### config.mk
export PLATFORM = sky130hd
export DESIGN_NAME = rbi_top
export DESIGN_NICKNAME = d
export VERILOG_FILES = /design/src/inc/rbi_pkg.sv /design/src/hdl/rbi_boot_seq.sv /design/src/hdl/rbi_wake_timer.sv /design/src/hdl/rbi_top.sv
export SDC_FILE = /design/constraint.sdc
export NUM_CORES = 1
export LEC_CHECK = 0
export BUFFER_PORTS_ARGS = -buffer_cell sky130_fd_sc_hd__buf_2
export CORE_MARGIN = 2
export CORE_UTILIZATION = 55
export CTS_BUF_LIST = sky130_fd_sc_hd__clkbuf_8
export CTS_CLUSTER_DIAMETER = 150
export DETAILED_ROUTE_END_ITERATION = 7
export PLACE_DENSITY = 0.82
export SETUP_SLACK_MARGIN = 0.05
export SYNTH_ARGS = -nofsm -noshare
export SYNTH_HDL_FRONTEND = slang
export SYNTH_HIERARCHICAL = 1
export SYNTH_SLANG_ARGS = --single-unit
### constraint.sdc
create_clock -name ref_clk_i -period 3.4 [get_ports ref_clk_i]
set_clock_uncertainty 0.05 [all_clocks]
set_input_delay 0.17 -clock ref_clk_i [delete_from_list [all_inputs] [get_ports ref_clk_i]]
set_output_delay 0.17 -clock ref_clk_i [all_outputs]
set_load 0.02 [all_outputs]
### src/inc/rbi_pkg.sv
// Package: offsets, fields, reset values and timing for the reset, boot and identity block
`default_nettype none
package rbi_pkg;
	// Register indices as printed; byte address is four times the index
	localparam int unsigned  REG_IDX_SOFT_RESET = 32'h0000_0000;
	localparam int unsigned  REG_IDX_REVISION   = 32'h0000_0001;
	localparam int unsigned  REG_IDX_RAW_STS5   = 32'h0000_0D23;
	localparam int unsigned  REG_IDX_IRQ_MASK5  = 32'h0000_0E00;
	localparam int unsigned  REG_IDX_SLEEP_CTRL = 32'h0000_0E01;
	localparam int unsigned  REG_IDX_AON_SCRATCH = 32'h0000_0E02;
	localparam int unsigned  REG_IDX_RETAIN_STS = 32'h0000_0E03;
	localparam logic [11:0]  ADDR_SOFT_RESET  = 12'h000;
	localparam logic [11:0]  ADDR_REVISION    = 12'h004;
	localparam logic [15:0]  ADDR_RAW_STS5_HI = 16'h348C;
	localparam logic [15:0]  ADDR_IRQ_MASK5   = 16'h3800;
	localparam logic [15:0]  ADDR_SLEEP_CTRL  = 16'h3804;
	localparam logic [15:0]  ADDR_AON_SCRATCH = 16'h3808;
	localparam logic [15:0]  ADDR_RETAIN_STS  = 16'h380C;
	// Field positions
	localparam int unsigned  BOOT_DONE_BIT  = 8;
	localparam int unsigned  SLEEP_REQ_BIT  = 0;
	// Reset values
	localparam logic [15:0]  IRQ_MASK_RST   = 16'h0000;
	localparam logic [15:0]  AON_SCRATCH_RST = 16'h0000;
	// Boot sequence length in cycles of the 50 MHz clock
	localparam int unsigned  BOOT_CYCLES    = 64;
	localparam int unsigned  CLK_HZ         = 50_000_000;
	// Minimum wait after wake-up, in microseconds, and derived cycles
	localparam int unsigned  WAKE_WAIT_US   = 1500;
	localparam int unsigned  WAKE_WAIT_CYC  = (WAKE_WAIT_US * (CLK_HZ / 1_000_000));
	localparam int unsigned  CNT_W          = 17;
	// Pad control codes
	localparam logic [1:0]   PULL_NONE = 2'b00;
	localparam logic [1:0]   PULL_DOWN = 2'b01;
	localparam logic [1:0]   PULL_UP   = 2'b10;
	typedef enum logic [1:0] {
		RBI_RST_NONE,
		RBI_RST_SOFT,
		RBI_RST_WAKE
	} rbi_rst_kind_e;
endpackage
`default_nettype wire

### src/hdl/rbi_boot_seq.sv
// Boot sequencer: runs a fixed count after each reset and raises a done flag
`default_nettype none
module rbi_boot_seq
	import rbi_pkg::*;
#(
	parameter int unsigned BOOT_LEN = BOOT_CYCLES
) (
	input  wire logic  ref_clk_i,
	input  wire logic  rst_b_i,
	input  wire logic  restart_i,
	output logic       busy_o,
	output logic       done_o
);
	typedef struct packed {
		logic [15:0] cnt;
		logic        done;
	} rbi_boot_s;
	rbi_boot_s st_reg;
	rbi_boot_s st_next;

	always_comb begin
		st_next = st_reg;
		if (restart_i) begin
			st_next.cnt  = '0;
			st_next.done = 1'b0;
		end else if (!st_reg.done) begin
			if (st_reg.cnt == 16'(BOOT_LEN - 1)) begin
				st_next.done = 1'b1;
			end else begin
				st_next.cnt = st_reg.cnt + 16'h0001;
			end
		end
	end

	always_ff @(posedge ref_clk_i or negedge rst_b_i) begin
		if (!rst_b_i) begin
			st_reg <= '0;
		end else begin
			st_reg <= st_next;
		end
	end

	assign done_o = st_reg.done;
	assign busy_o = !st_reg.done;

	a_boot_len_exact: assert property (@(posedge ref_clk_i) disable iff (!rst_b_i)
		$rose(st_reg.done) |-> $past(st_reg.cnt) == 16'(BOOT_LEN - 1))
		else $error("boot done at wrong count");
	a_boot_restart_clr: assert property (@(posedge ref_clk_i) disable iff (!rst_b_i)
		restart_i |=> !done_o)
		else $error("boot done not cleared by restart");
endmodule // rbi_boot_seq
`default_nettype wire

### src/hdl/rbi_wake_timer.sv
// Wake timer: counts the minimum quiet time after a wake-up event
`default_nettype none
module rbi_wake_timer
	import rbi_pkg::*;
#(
	parameter int unsigned WAIT_LEN = WAKE_WAIT_CYC
) (
	input  wire logic  ref_clk_i,
	input  wire logic  rst_b_i,
	input  wire logic  start_i,
	output logic       busy_o
);
	typedef struct packed {
		logic [CNT_W-1:0] cnt;
	} rbi_wt_s;
	rbi_wt_s st_reg;
	rbi_wt_s st_next;

	always_comb begin
		st_next = st_reg;
		if (start_i) begin
			st_next.cnt = CNT_W'(WAIT_LEN);
		end else if (st_reg.cnt != '0) begin
			st_next.cnt = st_reg.cnt - 1'b1;
		end
	end

	always_ff @(posedge ref_clk_i or negedge rst_b_i) begin
		if (!rst_b_i) begin
			st_reg <= '0;
		end else begin
			st_reg <= st_next;
		end
	end

	assign busy_o = (st_reg.cnt != '0);
endmodule // rbi_wake_timer
`default_nettype wire

### src/hdl/rbi_top.sv
// Reset, boot and identity control with APB registers, interrupt and pad defaults
//
// Decided for this implementation: the APB interface to the registers.
`default_nettype none
module rbi_top
	import rbi_pkg::*;
#(
	parameter logic [15:0] DEVICE_ID  = 16'h0A5A,	// Value is arbitrary
	parameter logic [7:0]  REVISION   = 8'h01,	// Value is arbitrary
	parameter int unsigned BOOT_LEN   = BOOT_CYCLES,
	parameter int unsigned WAKE_LEN   = WAKE_WAIT_CYC
) (
	input  wire logic         ref_clk_i,
	input  wire logic         rst_b_i,
	input  wire logic         psel_i,
	input  wire logic         penable_i,
	input  wire logic         pwrite_i,
	input  wire logic [15:0]  paddr_i,
	input  wire logic [31:0]  pwdata_i,
	input  wire logic [3:0]   pstrb_i,
	output logic              pready_o,
	output logic [31:0]       prdata_o,
	output logic              pslverr_o,
	input  wire logic         wake_pin_i,
	output logic              irq_b_o,
	output logic              core_rst_b_o,
	output logic              dsp_mem_clear_o,
	output logic              wseq_mem_keep_o,
	output logic              sleep_o,
	output logic              write_blocked_o,
	output logic              mic_digital_en_o,
	output logic [1:0]        gpio_pull_o,
	output logic [1:0]        regulator_enable_pin_pull_o,
	output logic [1:0]        test_port_pull_o,
	output logic [1:0]        hw_reset_pin_pull_o
);
	// ------------------------------------------------------------
	// State
	// ------------------------------------------------------------
	typedef struct packed {
		logic        wake_s1;
		logic        wake_s2;
		logic        wake_d;
		logic        sleep;
		logic        sts_boot;
		logic        sts_wake;
		logic [15:0] mask;
		logic        mic_dig;
		logic        restart;
		logic        wake_start;
		logic        dsp_clr;
		logic [15:0] aon_scratch;
		logic [31:0] rdata;
		logic        slverr;
		logic        boot_seen;
	} rbi_top_s;
	rbi_top_s st_reg;
	rbi_top_s st_next;

	logic boot_busy;
	logic boot_done;
	logic wake_busy;
	logic wr_acc;
	logic rd_acc;
	logic in_bank_lo;

	// ------------------------------------------------------------
	// Sub-blocks
	// ------------------------------------------------------------
	rbi_boot_seq #(
		.BOOT_LEN (BOOT_LEN)
	) u_boot (
		.ref_clk_i (ref_clk_i),
		.rst_b_i   (rst_b_i),
		.restart_i (st_reg.restart),
		.busy_o    (boot_busy),
		.done_o    (boot_done)
	);

	rbi_wake_timer #(
		.WAIT_LEN (WAKE_LEN)
	) u_wake (
		.ref_clk_i (ref_clk_i),
		.rst_b_i   (rst_b_i),
		.start_i   (st_reg.wake_start),
		.busy_o    (wake_busy)
	);

	// ------------------------------------------------------------
	// APB decode
	// ------------------------------------------------------------
	assign wr_acc     = psel_i && penable_i && pwrite_i;
	assign rd_acc     = psel_i && penable_i && !pwrite_i;
	assign in_bank_lo = (paddr_i[15:12] == 4'h0);

	always_comb begin
		st_next            = st_reg;
		st_next.wake_s1    = wake_pin_i;
		st_next.wake_s2    = st_reg.wake_s1;
		st_next.wake_d     = st_reg.wake_s2;
		st_next.restart    = 1'b0;
		st_next.wake_start = 1'b0;
		st_next.dsp_clr    = 1'b0;

		// Boot flag event: sticky, clear by restart wins over set
		if (st_reg.restart) begin
			st_next.boot_seen = 1'b0;
			st_next.sts_boot  = 1'b0;
		end else if (boot_done && !st_reg.boot_seen) begin
			st_next.boot_seen = 1'b1;
		end

		// Write-one-to-clear of status, applied before sets
		if (wr_acc && paddr_i == ADDR_RAW_STS5_HI && pstrb_i[1]) begin
			if (pwdata_i[BOOT_DONE_BIT]) begin
				st_next.sts_boot = 1'b0;
			end
			if (pwdata_i[0] && pstrb_i[0]) begin
				st_next.sts_wake = 1'b0;
			end
		end
		if (boot_done && !st_reg.boot_seen && !st_reg.restart) begin
			st_next.sts_boot = 1'b1;
		end

		// Sleep entry clears processor memory, wake behaves like soft reset
		if (wr_acc && paddr_i == ADDR_SLEEP_CTRL && pstrb_i[0]
				&& pwdata_i[SLEEP_REQ_BIT] && !st_reg.sleep) begin
			st_next.sleep   = 1'b1;
			st_next.dsp_clr = 1'b1;
		end
		if (st_reg.sleep && st_reg.wake_s2 && !st_reg.wake_d) begin
			st_next.sleep      = 1'b0;
			st_next.restart    = 1'b1;
			st_next.wake_start = 1'b1;
			st_next.sts_wake   = 1'b1;
		end

		// Soft reset: any write to address zero
		if (wr_acc && paddr_i == 16'(ADDR_SOFT_RESET)) begin
			st_next.restart = 1'b1;
		end

		// Normal register writes; blocked only while booting, not in wake wait
		if (wr_acc && !boot_busy) begin
			case (paddr_i)
				ADDR_IRQ_MASK5: begin
					if (pstrb_i[0]) st_next.mask[7:0] = pwdata_i[7:0];
					if (pstrb_i[1]) st_next.mask[15:8] = pwdata_i[15:8];
				end
				ADDR_AON_SCRATCH: begin
					if (pstrb_i[0]) st_next.aon_scratch[7:0] = pwdata_i[7:0];
					if (pstrb_i[1]) st_next.aon_scratch[15:8] = pwdata_i[15:8];
				end
				ADDR_RETAIN_STS: begin
					if (pstrb_i[0]) st_next.mic_dig = pwdata_i[0];
				end
				default: begin
				end
			endcase
		end

		// Registers outside the always-on domain return to defaults
		if (st_reg.restart) begin
			st_next.mask    = IRQ_MASK_RST;
			st_next.mic_dig = 1'b0;
		end

		// Read data
		st_next.slverr = 1'b0;
		if (rd_acc) begin
			st_next.rdata = 32'h0000_0000;
			if (paddr_i == 16'(ADDR_SOFT_RESET)) begin
				st_next.rdata[15:0] = DEVICE_ID;
			end else if (paddr_i == 16'(ADDR_REVISION)) begin
				st_next.rdata[7:0] = REVISION;
			end else if (paddr_i == ADDR_RAW_STS5_HI) begin
				st_next.rdata[BOOT_DONE_BIT] = st_reg.boot_seen;
				st_next.rdata[0] = st_reg.sts_wake;
			end else if (paddr_i == ADDR_IRQ_MASK5) begin
				st_next.rdata[15:0] = st_reg.mask;
			end else if (paddr_i == ADDR_SLEEP_CTRL) begin
				st_next.rdata[0] = st_reg.sleep;
				st_next.rdata[1] = wake_busy;
				st_next.rdata[2] = boot_busy;
			end else if (paddr_i == ADDR_AON_SCRATCH) begin
				st_next.rdata[15:0] = st_reg.aon_scratch;
			end else if (paddr_i == ADDR_RETAIN_STS) begin
				st_next.rdata[0] = st_reg.mic_dig;
			end else begin
				st_next.slverr = 1'b1;
			end
		end
		if (wr_acc && !in_bank_lo && paddr_i != ADDR_RAW_STS5_HI
				&& paddr_i != ADDR_IRQ_MASK5 && paddr_i != ADDR_SLEEP_CTRL
				&& paddr_i != ADDR_AON_SCRATCH && paddr_i != ADDR_RETAIN_STS) begin
			st_next.slverr = 1'b1;
		end
	end

	always_ff @(posedge ref_clk_i or negedge rst_b_i) begin
		if (!rst_b_i) begin
			st_reg             <= '0;
			st_reg.mask        <= IRQ_MASK_RST;
			st_reg.aon_scratch <= AON_SCRATCH_RST;
			st_reg.restart     <= 1'b1;
		end else begin
			st_reg <= st_next;
		end
	end

	// ------------------------------------------------------------
	// Outputs
	// ------------------------------------------------------------
	// APB answers in the access cycle; slverr flagged combinationally
	assign pready_o  = 1'b1;
	assign prdata_o  = rd_acc ? st_next.rdata : 32'h0000_0000;
	assign pslverr_o = psel_i && penable_i && st_next.slverr;

	// Default mask routes boot done: mask bit set means suppressed
	assign irq_b_o = !((st_reg.sts_boot && !st_reg.mask[BOOT_DONE_BIT])
		|| (st_reg.sts_wake && !st_reg.mask[0]));

	assign core_rst_b_o     = !st_reg.restart && !st_reg.sleep;
	assign dsp_mem_clear_o  = st_reg.dsp_clr;
	assign wseq_mem_keep_o  = 1'b1;
	assign sleep_o          = st_reg.sleep;
	assign write_blocked_o  = boot_busy || wake_busy;
	assign mic_digital_en_o = st_reg.mic_dig;

	assign gpio_pull_o                 = PULL_DOWN;
	assign regulator_enable_pin_pull_o = PULL_DOWN;
	assign test_port_pull_o            = PULL_DOWN;
	assign hw_reset_pin_pull_o         = PULL_UP;

	// ------------------------------------------------------------
	// Checks
	// ------------------------------------------------------------
	a_soft_rst_write: assert property (@(posedge ref_clk_i) disable iff (!rst_b_i)
		(wr_acc && paddr_i == 16'(ADDR_SOFT_RESET)) |=> st_reg.restart ##1 !boot_done)
		else $error("soft reset write did not restart boot");
	a_boot_flag_hold: assert property (@(posedge ref_clk_i) disable iff (!rst_b_i)
		(st_reg.boot_seen && !st_reg.restart) |=> st_reg.boot_seen)
		else $error("boot flag dropped without reset");
	a_boot_flag_clr: assert property (@(posedge ref_clk_i) disable iff (!rst_b_i)
		st_reg.restart |=> !st_reg.boot_seen)
		else $error("boot flag not cleared by reset");
	a_irq_on_boot: assert property (@(posedge ref_clk_i) disable iff (!rst_b_i)
		($rose(st_reg.sts_boot) && !st_reg.mask[BOOT_DONE_BIT]) |-> !irq_b_o)
		else $error("irq not asserted on boot done");
	a_wake_restart: assert property (@(posedge ref_clk_i) disable iff (!rst_b_i)
		$fell(st_reg.sleep) |-> st_reg.restart ##1 (wake_busy && !boot_done))
		else $error("wake did not act as soft reset");
	a_aon_kept: assert property (@(posedge ref_clk_i) disable iff (!rst_b_i)
		st_reg.restart |=> st_reg.aon_scratch == $past(st_reg.aon_scratch))
		else $error("always-on register lost on reset");
	a_mask_default: assert property (@(posedge ref_clk_i) disable iff (!rst_b_i)
		st_reg.restart |=> st_reg.mask == IRQ_MASK_RST && !st_reg.mic_dig)
		else $error("register not returned to default");
	a_sleep_dsp_clr: assert property (@(posedge ref_clk_i) disable iff (!rst_b_i)
		$rose(st_reg.sleep) |-> dsp_mem_clear_o && wseq_mem_keep_o)
		else $error("sleep memory handling wrong");
	a_id_read: assert property (@(posedge ref_clk_i) disable iff (!rst_b_i)
		(rd_acc && paddr_i == 16'(ADDR_SOFT_RESET)) |-> prdata_o == {16'h0000, DEVICE_ID})
		else $error("identity readback wrong");
	a_rev_read: assert property (@(posedge ref_clk_i) disable iff (!rst_b_i)
		(rd_acc && paddr_i == 16'(ADDR_REVISION)) |-> prdata_o == {24'h00_0000, REVISION})
		else $error("revision readback wrong");

	// ------------------------------------------------------------
	// Checks: flags, write blocking and pads
	// ------------------------------------------------------------
	a_boot_flag_set: assert property (@(posedge ref_clk_i) disable iff (!rst_b_i)
		(boot_done && !st_reg.restart) |=> st_reg.boot_seen)
		else $error("boot flag not set after boot");
	a_boot_sts_clr: assert property (@(posedge ref_clk_i) disable iff (!rst_b_i)
		st_reg.restart |=> !st_reg.sts_boot)
		else $error("boot interrupt status kept over reset");
	a_raw_flag_read: assert property (@(posedge ref_clk_i) disable iff (!rst_b_i)
		(rd_acc && paddr_i == ADDR_RAW_STS5_HI)
		|-> (prdata_o[BOOT_DONE_BIT] == st_reg.boot_seen && prdata_o[31:16] == 16'h0000))
		else $error("raw status readback wrong");
	a_irq_sticky: assert property (@(posedge ref_clk_i) disable iff (!rst_b_i)
		(!irq_b_o && !wr_acc && !st_reg.restart) |=> !irq_b_o)
		else $error("interrupt dropped without clear");
	a_status_w1c: assert property (@(posedge ref_clk_i) disable iff (!rst_b_i)
		(wr_acc && paddr_i == ADDR_RAW_STS5_HI && pstrb_i[1] && pwdata_i[BOOT_DONE_BIT]
		&& st_reg.boot_seen) |=> !st_reg.sts_boot)
		else $error("boot status not cleared by write");
	a_wake_sts_set: assert property (@(posedge ref_clk_i) disable iff (!rst_b_i)
		(st_reg.sleep && st_reg.wake_s2 && !st_reg.wake_d) |=> (st_reg.sts_wake && !st_reg.sleep))
		else $error("wake event not taken");
	a_wake_wait_run: assert property (@(posedge ref_clk_i) disable iff (!rst_b_i)
		st_reg.wake_start |=> wake_busy)
		else $error("wake wait not started");
	a_sleep_core_off: assert property (@(posedge ref_clk_i) disable iff (!rst_b_i)
		st_reg.sleep |-> !core_rst_b_o)
		else $error("core not held while asleep");
	a_core_rst_pulse: assert property (@(posedge ref_clk_i) disable iff (!rst_b_i)
		st_reg.restart |-> !core_rst_b_o)
		else $error("core not reset during restart");
	a_busy_mask_drop: assert property (@(posedge ref_clk_i) disable iff (!rst_b_i)
		(wr_acc && boot_busy && !st_reg.restart) |=> ($stable(st_reg.mask) && $stable(st_reg.mic_dig)))
		else $error("control write taken while booting");
	a_busy_scratch_drop: assert property (@(posedge ref_clk_i) disable iff (!rst_b_i)
		(wr_acc && boot_busy) |=> $stable(st_reg.aon_scratch))
		else $error("scratch write taken while booting");
	a_boot_busy_rst: assert property (@(posedge ref_clk_i) disable iff (!rst_b_i)
		st_reg.restart |=> boot_busy)
		else $error("boot not running after reset");
	a_dsp_clr_pulse: assert property (@(posedge ref_clk_i) disable iff (!rst_b_i)
		dsp_mem_clear_o |=> !dsp_mem_clear_o)
		else $error("processor memory clear not a pulse");
	a_sleep_wseq: assert property (@(posedge ref_clk_i) disable iff (!rst_b_i)
		st_reg.sleep |-> wseq_mem_keep_o)
		else $error("sequencer memory not kept in sleep");
	a_mic_cleared: assert property (@(posedge ref_clk_i) disable iff (!rst_b_i)
		st_reg.restart |=> !mic_digital_en_o)
		else $error("mic pins not analogue after reset");
	a_pad_pull_down: assert property (@(posedge ref_clk_i)
		gpio_pull_o == PULL_DOWN && regulator_enable_pin_pull_o == PULL_DOWN
		&& test_port_pull_o == PULL_DOWN)
		else $error("pad pull-down default wrong");
	a_reset_pin_up: assert property (@(posedge ref_clk_i)
		hw_reset_pin_pull_o == PULL_UP)
		else $error("reset pin pull-up default wrong");
endmodule // rbi_top
`default_nettype wire

==> impl_metrics.env, run 1 <==
export IMPL_async_flop_share_pct=100
export IMPL_initial_utilization_pct=57.0
export IMPL_critical_path_top_delay_family="simple AND/OR/NAND/NOR gates"
export IMPL_largest_register_ffs=38
export IMPL_grt_pass1_wl_um=16900
export IMPL_nNetsFinal=575
export IMPL_min_period_ps=3120
export IMPL_worstPathMaxFanout=7
export IMPL_ys_seq_area_share_pct=43.8
export IMPL_cp_slowest_stage_delay_ps=710
export IMPL_yosysWarnings=6
export IMPL_crit_required_ps=3180
export IMPL_finalCritPeriodShare_pct=91.9
export IMPL_dp_hpwl_um=7240
export IMPL_post_cts_buffers=0
export IMPL_ys_flop_type="dfrtp_1"
export IMPL_antenna_left=0
export IMPL_ir_drop_mv=0.284
export IMPL_netlist_area_um2=4400
export IMPL_wl_per_cell_um=16.4
export IMPL_max_cap_violations=0
export IMPL_path_cells="or4_2 -> nor4_4 -> nand2_1 -> nor2b_1 -> o22ai_1 -> and3_1 -> o311ai_0 -> o21ai_0 -> buf_2"
export IMPL_die_width_um=93.5
export IMPL_coreArea_um2=7730
export IMPL_drive_above_1_share_pct=23.8
export IMPL_antenna_found_initial=0
export IMPL_io_pins=107
export IMPL_syn_avg_cell_area_um2=9.61
export IMPL_die_h_um=93.5
export IMPL_cp_data_arrival_time_ps=2900
export IMPL_wl_met3_um=715
export IMPL_min_path_cells=2
export IMPL_drc=0
export IMPL_place_gp_congestion=0.869
export IMPL_antenna_cells=0
export IMPL_clockBufferDepth=2
export IMPL_wirelength_met1_um=4440
export IMPL_grt_max_degree=78
export IMPL_cts_tree="done"
export IMPL_slew_headroom_pct=36.2
export IMPL_drt_wl_total_um=10200
export IMPL_setup_viol=0
export IMPL_cts_sinks=77
export IMPL_min_from="pwdata_i[15]"
export IMPL_hold_path_end="st_reg[49]$_DFFE_PN0P_"
export IMPL_r2r_slack_ps=930
export IMPL_final_cell_mix="dfrtp_1, nor2_1, buf_2"
export IMPL_end_kind="output port"
export IMPL_clkTransAtPathRegs_ps=80
export IMPL_gr_total_overflow=0
export IMPL_finalSetupTns_ps=0
export IMPL_final_common_cell="dfrtp_1"
export IMPL_crit_buf_inv=1
export IMPL_worst_path_max_delay_cell="or4_2"
export IMPL_whs_ps=14.8
export IMPL_rows=32
export IMPL_path_depth=9
export IMPL_io_buffer_count=62
export IMPL_areaGrowthSynthToFinish_pct=12.0
export IMPL_worstSetupPathType="flop to output port"
export IMPL_status="finished, final reports clean"
export IMPL_start_kind="flop"
export IMPL_rsz0062_at_grt="no"
export IMPL_vias=3640
export IMPL_slew_violations=0
export IMPL_p_leak_nw=2.19
export IMPL_grt_pass1_vias=3546
export IMPL_drtPass1Iterations=5
export IMPL_worstReg2RegStart="u_wake/st_reg[0]$_DFFE_PN0P_"
export IMPL_via_per_inst=5.85
export IMPL_fmax_mhz=320
export IMPL_htree_levels=3
export IMPL_top_layer_used="met4"
export IMPL_numCtsBuffers=9
export IMPL_track_usage_pct=24.8
export IMPL_powerDensity_nw_per_um2=529
export IMPL_hold_viol_final=0
export IMPL_drt_initial_drc_count=288
export IMPL_root_buffer="clkbuf_8"
export IMPL_synthCells=458
export IMPL_synthDistinctLibCells=63
export IMPL_hp_class="input pin to flop"
export IMPL_r2r_end="u_wake/st_reg[15]$_DFFE_PN0P_"
export IMPL_worst_pin_slew_ps=957
export IMPL_synth_edf_count=0
export IMPL_wl_met2_um=4880
export IMPL_worst_r2r_path_depth=4
export IMPL_clock_latency_ps=350
export IMPL_yosys_register_bits=77
export IMPL_die_area_um2=8740
## cell usage after synthesis (8+ instances only)
| cell | instances | area (um^2) |
|---|---|---|
| inv_1 | 10 | 37.5 |
| nand3_1 | 19 | 95.1 |
| mux2i_1 | 19 | 190 |
| buf_4 | 28 | 210 |
| mux2_2 | 19 | 214 |
| buf_2 | 8 | 40.0 |
| nor3_1 | 9 | 45.0 |
| a22oi_1 | 8 | 60.1 |
| o21ai_0 | 12 | 60.1 |
| dfrtp_1 | 76 | 1900 |
| clkbuf_1 | 8 | 30.0 |
| nor4_1 | 17 | 106 |
| a21oi_1 | 25 | 125 |
| nor2_1 | 62 | 233 |
| or4_1 | 9 | 67.6 |
| nand2_1 | 25 | 93.8 |
## worst max path at each step
stage / from / slack (ps) / endpoint
after detailed placement: u_wake/st_reg[0]$_DFFE_PN0P_ / 450 / prdata_o[1]
final: u_wake/st_reg[15]$_DFFE_PN0P_ / 280 / prdata_o[1]
after global placement: u_wake/st_reg[0]$_DFFE_PN0P_ / 520 / prdata_o[1]
after floorplan: u_wake/st_reg[0]$_DFFE_PN0P_ / 730 / prdata_o[1]
after global routing: u_wake/st_reg[15]$_DFFE_PN0P_ / 70 / prdata_o[1]
after CTS: u_wake/st_reg[0]$_DFFE_PN0P_ / 160 / prdata_o[1]
## per-stage QoR
stage	util, %	instance area (um^2)	power (W)	std cells	setup WS [ps]
2_1_floorplan	-	4490	0.00170	482	733
3_3_place_gp	60.2	4650	0.00179	601	517
3_5_place_dp	60.2	4650	0.00184	601	446
4_1_cts	63.7	4920	0.00261	622	161
5_1_grt	63.8	4930	0.00276	622	68.4
6_report	63.8	4930	0.00261	622	276
## cells by family (layout without fill, tap and decap cells)
group                    Yosys count  count (layout)  share of synthesized area [%]
XOR/XNOR                           6               6                           1.19
other                              2              26                          0.171
buffers and inverters             59              97                           8.16
adder cells (fa/ha/maj)            2               2                          0.568
flip-flops                        77              77                           43.8
multiplexers                      41              41                           10.2
AO/OA/AOI/OAI                     68              68                           9.63
AND/OR/NAND/NOR                  203             203                           26.3
## layer usage
| layer | global-route usage, % | vias up |
|---|---|---|
| li1 | - | 1718 |
| met1 | 33.6 | 1764 |
| met2 | 39.5 | 144 |
| met3 | 4.67 | 14 |
| met4 | 9.31 | 0 |
| met5 | 0 | - |
## worst reg2reg max path: stages, from the launching register on
cell     delay (ps)
dfrtp_1         420
or4_1           670
or4_1           590
or4_1           510
a21oi_1         160
## report_power, final
group          total, W  switching (W)  internal (W)
registers       0.00125       0.000185       0.00106
clock network  0.000753       0.000342      0.000410
logic          0.000610       0.000352      0.000258
total           0.00261       0.000879       0.00173
## layout make-up
cell class                      count  area (um^2)
Fill cell                         635         2800
Multi-Input combinational cell    346         2230
Sequential cell                    77         1930
Timing Repair Buffer               71          393
Tap cell                          102          128
Clock buffer                        9          124
Clock inverter                      7         92.6
Inverter                           10         37.5
## what timing repair did
item / 4_1_cts / 5_1_grt
gates resized for setup: 1 / 1
hold buffers: 5 / 0
pin swaps: 0 / 1
endpoints found under the setup margin: 1 / 1
endpoints found under the hold margin: 80 / 0
Power figures use the tool's default switching activity.
==> inputs of run 2 (changes only) <==
--- a/config.mk
+++ b/config.mk
@@ -6,12 +6,14 @@
 export NUM_CORES = 1
 export LEC_CHECK = 0
 export BUFFER_PORTS_ARGS = -buffer_cell sky130_fd_sc_hd__buf_2
+export CELL_PAD_IN_SITES_DETAIL_PLACEMENT = 1
+export CELL_PAD_IN_SITES_GLOBAL_PLACEMENT = 1
 export CORE_MARGIN = 2
-export CORE_UTILIZATION = 55
+export CORE_UTILIZATION = 42
 export CTS_BUF_LIST = sky130_fd_sc_hd__clkbuf_8
 export CTS_CLUSTER_DIAMETER = 150
 export DETAILED_ROUTE_END_ITERATION = 7
-export PLACE_DENSITY = 0.82
+export PLACE_DENSITY_LB_ADDON = 0.1
 export SETUP_SLACK_MARGIN = 0.05
 export SYNTH_ARGS = -nofsm -noshare
 export SYNTH_HDL_FRONTEND = slang
==> impl_metrics.env, run 2 (synthesized netlist as in run 1, its figures left out) <==
export IMPL_grt_pass1_vias=3591
export IMPL_slew_headroom_pct=34.4
export IMPL_rows=37
export IMPL_drt_wl_total_um=11500
export IMPL_finalWorstSetupSlack_ps=226
export IMPL_place_gp_congestion=0.832
export IMPL_start_kind="flop"
export IMPL_io_pins=107
export IMPL_final_cell_mix="dfrtp_1, nor2_1, buf_2"
export IMPL_wl_per_cell_um=17.5
export IMPL_numCtsBuffers=9
export IMPL_dp_cells=636
export IMPL_drtPass1Iterations=4
export IMPL_final_cells=656
export IMPL_slew_violations=0
export IMPL_cp_data_arrival_time_ps=2950
export IMPL_grt_max_degree=78
export IMPL_clockBufferDepth=2
export IMPL_worst_pin_slew_ps=984
export IMPL_htree_levels=3
export IMPL_fmax_mhz=315
export IMPL_crit_required_ps=3180
export IMPL_gr_total_overflow=0
export IMPL_worstSetupPathType="flop to output port"
export IMPL_cp_startpoint="u_wake/st_reg[0]$_DFFE_PN0P_"
export IMPL_cts_tree="done"
export IMPL_ir_drop_mv=0.292
export IMPL_min_period_ps=3170
export IMPL_p_leak_nw=2.20
export IMPL_antenna_found_initial=0
export IMPL_largest_register_ffs=38
export IMPL_status="finished, final reports clean"
export IMPL_dp_hpwl_um=8010
export IMPL_track_usage_pct=21.0
export IMPL_dp_slack_ps=597
export IMPL_antenna_left=0
export IMPL_max_cap_violations=0
export IMPL_cts_sinks=77
export IMPL_die_h_um=106
export IMPL_die_area_um2=11300
export IMPL_end_kind="output port"
export IMPL_nNetsFinal=575
export IMPL_vias=3590
export IMPL_hold_viol_final=0
export IMPL_drt_initial_drc_count=125
export IMPL_total_power_w=0.00267
export IMPL_finalCritPeriodShare_pct=93.4
export IMPL_worstReg2RegStart="u_wake/st_reg[0]$_DFFE_PN0P_"
export IMPL_drc=0
export IMPL_finalSetupTns_ps=0
export IMPL_final_common_cell="dfrtp_1"
export IMPL_initial_utilization_pct=43.0
export IMPL_via_per_inst=5.47
export IMPL_antenna_cells=0
export IMPL_hp_class="input pin to flop"
export IMPL_coreArea_um2=10200
export IMPL_clock_latency_ps=360
export IMPL_min_from="pwdata_i[9]"
export IMPL_root_buffer="clkbuf_8"
export IMPL_clkTransAtPathRegs_ps=100
export IMPL_areaGrowthSynthToFinish_pct=13.0
export IMPL_setup_viol=0
export IMPL_drive_above_1_share_pct=24.4
export IMPL_powerDensity_nw_per_um2=537
export IMPL_die_width_um=106
export IMPL_final_util_pct=48.6
export IMPL_io_buffer_count=62
export IMPL_worstPathMaxFanout=5
export IMPL_rsz0062_at_grt="no"
export IMPL_grt_pass1_wl_um=18700
## run 2: worst paths after layout
| check | to | slack (ps) | cells after the start |
|---|---|---|---|
| setup / recovery | prdata_o[1] | 230 | 11 |
| hold / removal | st_reg[43]$_DFFE_PN0P_ | 20 | 2 |
| setup reg to reg | u_wake/st_reg[15]$_DFFE_PN0P_ | 920 | 4 |
| hold reg to reg | st_next[73]$_DFF_PN0_ | 320 | 0 |
| max in group asynchronous | u_boot/st_reg[5]$_DFFE_PN0P_ | 2190 | 2 |
| min in group asynchronous | u_wake/st_reg[3]$_DFFE_PN0P_ | 450 | 2 |
## run 2: per-layer routing
layer	global-route usage, %	vias to the layer above	part of all wire, %
met5	0	-	0
met4	5.17	0	1.1
li1	-	1711	-
met2	34.1	61	48
met3	4.11	13	3.4
met1	29.0	1805	47
## run 2: area by class of cell
class,instances,area (um^2)
Inverter,10,37.5
Fill cell,1207,5250
Clock inverter,6,86.3
Multi-Input combinational cell,346,2230
Tap cell,136,170
Sequential cell,77,1930
Timing Repair Buffer,71,390
Clock buffer,10,138
## run 2: critical path, stage by stage (launching register included)
cell and delay [ps]:
dfrtp_1 420, inv_1 70, ha_1 200, or3b_2 560, nor4_4 330, nand2_1 130, nor2b_1 140, o22ai_1 90
and3_1 200, o311ai_0 90, o21ai_0 160, buf_2 190
## run 2: report_power, final
part / switching, W / internal, W / total [W]
Clock: 0.000370 / 0.000433 / 0.000802
Sequential: 0.000168 / 0.00106 / 0.00123
Combinational: 0.000381 / 0.000262 / 0.000643
## run 2: timing repair
item | 4_1_cts | 5_1_grt
endpoints found under the hold margin | 79 | 0
setup endpoints to repair | 0 | 1
setup buffers | 0 | 0
hold buffers | 4 | 0
resized for setup | 0 | 2
## run 2: metrics by stage
stage               area (um^2)  hold WS, ps
finish                     4980         17.9
global route               4980         5.55
CTS                        4960         1.02
detailed placement         4700          235
global placement           4700          233
floorplan                  4490         -176
==> inputs of run 3 (changes only) <==
--- a/config.mk
+++ b/config.mk
@@ -8,7 +8,7 @@
 export BUFFER_PORTS_ARGS = -buffer_cell sky130_fd_sc_hd__buf_2
 export CELL_PAD_IN_SITES_DETAIL_PLACEMENT = 1
 export CELL_PAD_IN_SITES_GLOBAL_PLACEMENT = 1
-export CORE_MARGIN = 2
+export CORE_ASPECT_RATIO = 0.8
 export CORE_UTILIZATION = 42
 export CTS_BUF_LIST = sky130_fd_sc_hd__clkbuf_8
 export CTS_CLUSTER_DIAMETER = 150
==> impl_metrics.env, run 3 (synthesized netlist as in run 1, its figures left out) <==
export IMPL_status="finished, final reports clean"
export IMPL_root_buffer="clkbuf_8"
export IMPL_hold_viol_final=0
export IMPL_worstSetupPathType="flop to output port"
export IMPL_post_cts_buffers=0
export IMPL_max_cap_violations=0
export IMPL_die_area_um2=10900
export IMPL_seq_area_um2=1930
export IMPL_grtUsageMet1_pct=32.2
export IMPL_min_period_ps=3170
export IMPL_min_path_cells=2
export IMPL_worst_r2r_path_depth=4
export IMPL_grtUsageMet3_pct=4.80
export IMPL_largest_register_ffs=38
export IMPL_cts_tree="done"
export IMPL_coreArea_um2=10200
export IMPL_rows=33
export IMPL_grt_pass1_wl_um=18500
export IMPL_end_kind="output port"
export IMPL_final_common_cell="dfrtp_1"
export IMPL_powerDensity_nw_per_um2=508
export IMPL_total_power_w=0.00250
export IMPL_clockBufferDepth=2
export IMPL_wl_per_cell_um=17.5
export IMPL_initial_utilization_pct=43.0
export IMPL_antenna_cells=0
export IMPL_p_sw_w=0.000901
export IMPL_antenna_found_initial=0
export IMPL_place_gp_congestion=0.797
export IMPL_worstReg2RegStart="u_wake/st_reg[0]$_DFFE_PN0P_"
export IMPL_grt_max_degree=78
export IMPL_clock_latency_ps=350
export IMPL_worstPathMaxFanout=5
export IMPL_areaGrowthSynthToFinish_pct=11.5
export IMPL_r2r_end="u_wake/st_reg[15]$_DFFE_PN0P_"
export IMPL_slew_headroom_pct=33.2
export IMPL_p_seq_share_pct=50.1
export IMPL_slew_violations=0
export IMPL_fillers=1210
export IMPL_io_pins=107
export IMPL_multi_input_area_um2=2230
export IMPL_track_usage_pct=22.5
export IMPL_gr_total_overflow=0
export IMPL_cts_sinks=77
export IMPL_power_internal_w=0.00159
export IMPL_clkTransAtPathRegs_ps=80
export IMPL_setup_viol=0
export IMPL_drive_above_1_share_pct=24.1
export IMPL_start_kind="flop"
export IMPL_grtUsageMet2_pct=34.5
export IMPL_crit_required_ps=3180
export IMPL_grt_busiest_layer="met2"
export IMPL_dp_hpwl_um=8150
export IMPL_numCtsBuffers=9
export IMPL_fmax_mhz=315
export IMPL_r2r_slack_ps=900
export IMPL_drt_initial_drc_count=149
export IMPL_p_leak_nw=2.17
export IMPL_finalCritPeriodShare_pct=93.3
export IMPL_ir_drop_mv=0.404
export IMPL_drc=0
export IMPL_drtPass1Iterations=4
export IMPL_io_buffer_count=62
export IMPL_drt_wl_total_um=11500
export IMPL_min_from="pwdata_i[3]"
export IMPL_finalSetupTns_ps=0
export IMPL_combPwrFrac_pct=24.9
export IMPL_hold_path_end="st_reg[37]$_DFFE_PN0P_"
export IMPL_worst_pin_slew_ps=1000
export IMPL_antenna_left=0
export IMPL_die_h_um=93.6
export IMPL_via_per_inst=5.52
export IMPL_cp_data_arrival_time_ps=2950
export IMPL_nNetsFinal=573
export IMPL_vias=3629
export IMPL_power_frac_clock_pct=25.0
export IMPL_grt_pass1_vias=3567
export IMPL_final_cell_mix="dfrtp_1, nor2_1, buf_2"
export IMPL_hp_class="input pin to flop"
export IMPL_htree_levels=3
export IMPL_die_width_um=116
export IMPL_swShare_pct=36.1
export IMPL_rsz0062_at_grt="no"
## run 3: cell count changes in the layout (fill, tap and decap cells not counted)
cell / delta
bufinv_16: -2
dlygate4sd3_1: -2
inv_1: +2
## run 3: through the flow
stage	util [%]	hold slack [ps]	area [um^2]	std cells	setup WS (ps)
finish	47.9	22.8	4910	658	228
global route	47.9	9.98	4910	658	55.7
global placement	45.9	232	4700	640	586
floorplan	-	-176	4490	482	733
detailed placement	45.9	233	4700	640	497
CTS	47.8	8.17	4890	658	90.9
## run 3: worst max-delay path by stage
stage / end / slack (ps) / start / cells past startpoint
3_5_place_dp: prdata_o[1] / 500 / u_wake/st_reg[0]$_DFFE_PN0P_ / 11
3_3_place_gp: prdata_o[1] / 590 / u_wake/st_reg[0]$_DFFE_PN0P_ / 11
6_report: prdata_o[1] / 230 / u_wake/st_reg[0]$_DFFE_PN0P_ / 11
4_1_cts: prdata_o[1] / 90 / u_wake/st_reg[0]$_DFFE_PN0P_ / 11
2_1_floorplan: prdata_o[1] / 730 / u_wake/st_reg[0]$_DFFE_PN0P_ / 11
5_1_grt: prdata_o[1] / 60 / u_wake/st_reg[0]$_DFFE_PN0P_ / 11
## run 3: power groups by stage
stage                     logic, W  registers (W)  clock network [W]
after floorplan           0.000497        0.00120                  0
after CTS                 0.000609        0.00125           0.000650
after global routing      0.000701        0.00128           0.000685
final                     0.000621        0.00125           0.000624
after global placement    0.000575        0.00126                  0
after detailed placement  0.000604        0.00126                  0
## run 3: worst max-delay path, cell delays in order (launching register included)
cell and delay [ps]:
dfrtp_1 420, inv_1 70, ha_1 190, or3b_2 550
nor4_4 340, nand2_1 130, nor2b_1 150, o22ai_1 80
and3_1 190, o311ai_0 100, o21ai_0 190, buf_2 190
## run 3: final cells by class
cell class	count	share of cell area (%)
Clock inverter	6	0.688
Timing Repair Buffer	69	7.54
Sequential cell	77	39.3
Clock buffer	10	2.80
Multi-Input combinational cell	346	45.4
Inverter	10	0.765
Tap cell	140	3.57
## run 3: layer usage
metal	wire (um)	vias to the layer above
met5	0	-
li1	-	1705
met3	558	9
met1	5620	1806
met2	5270	109
met4	90	0
## run 3: what timing repair did
item / CTS / global route
endpoints found under the hold margin: 57 / 0
setup endpoints to repair: 0 / 1
hold buffers: 2 / 0
resized for setup: 0 / 2
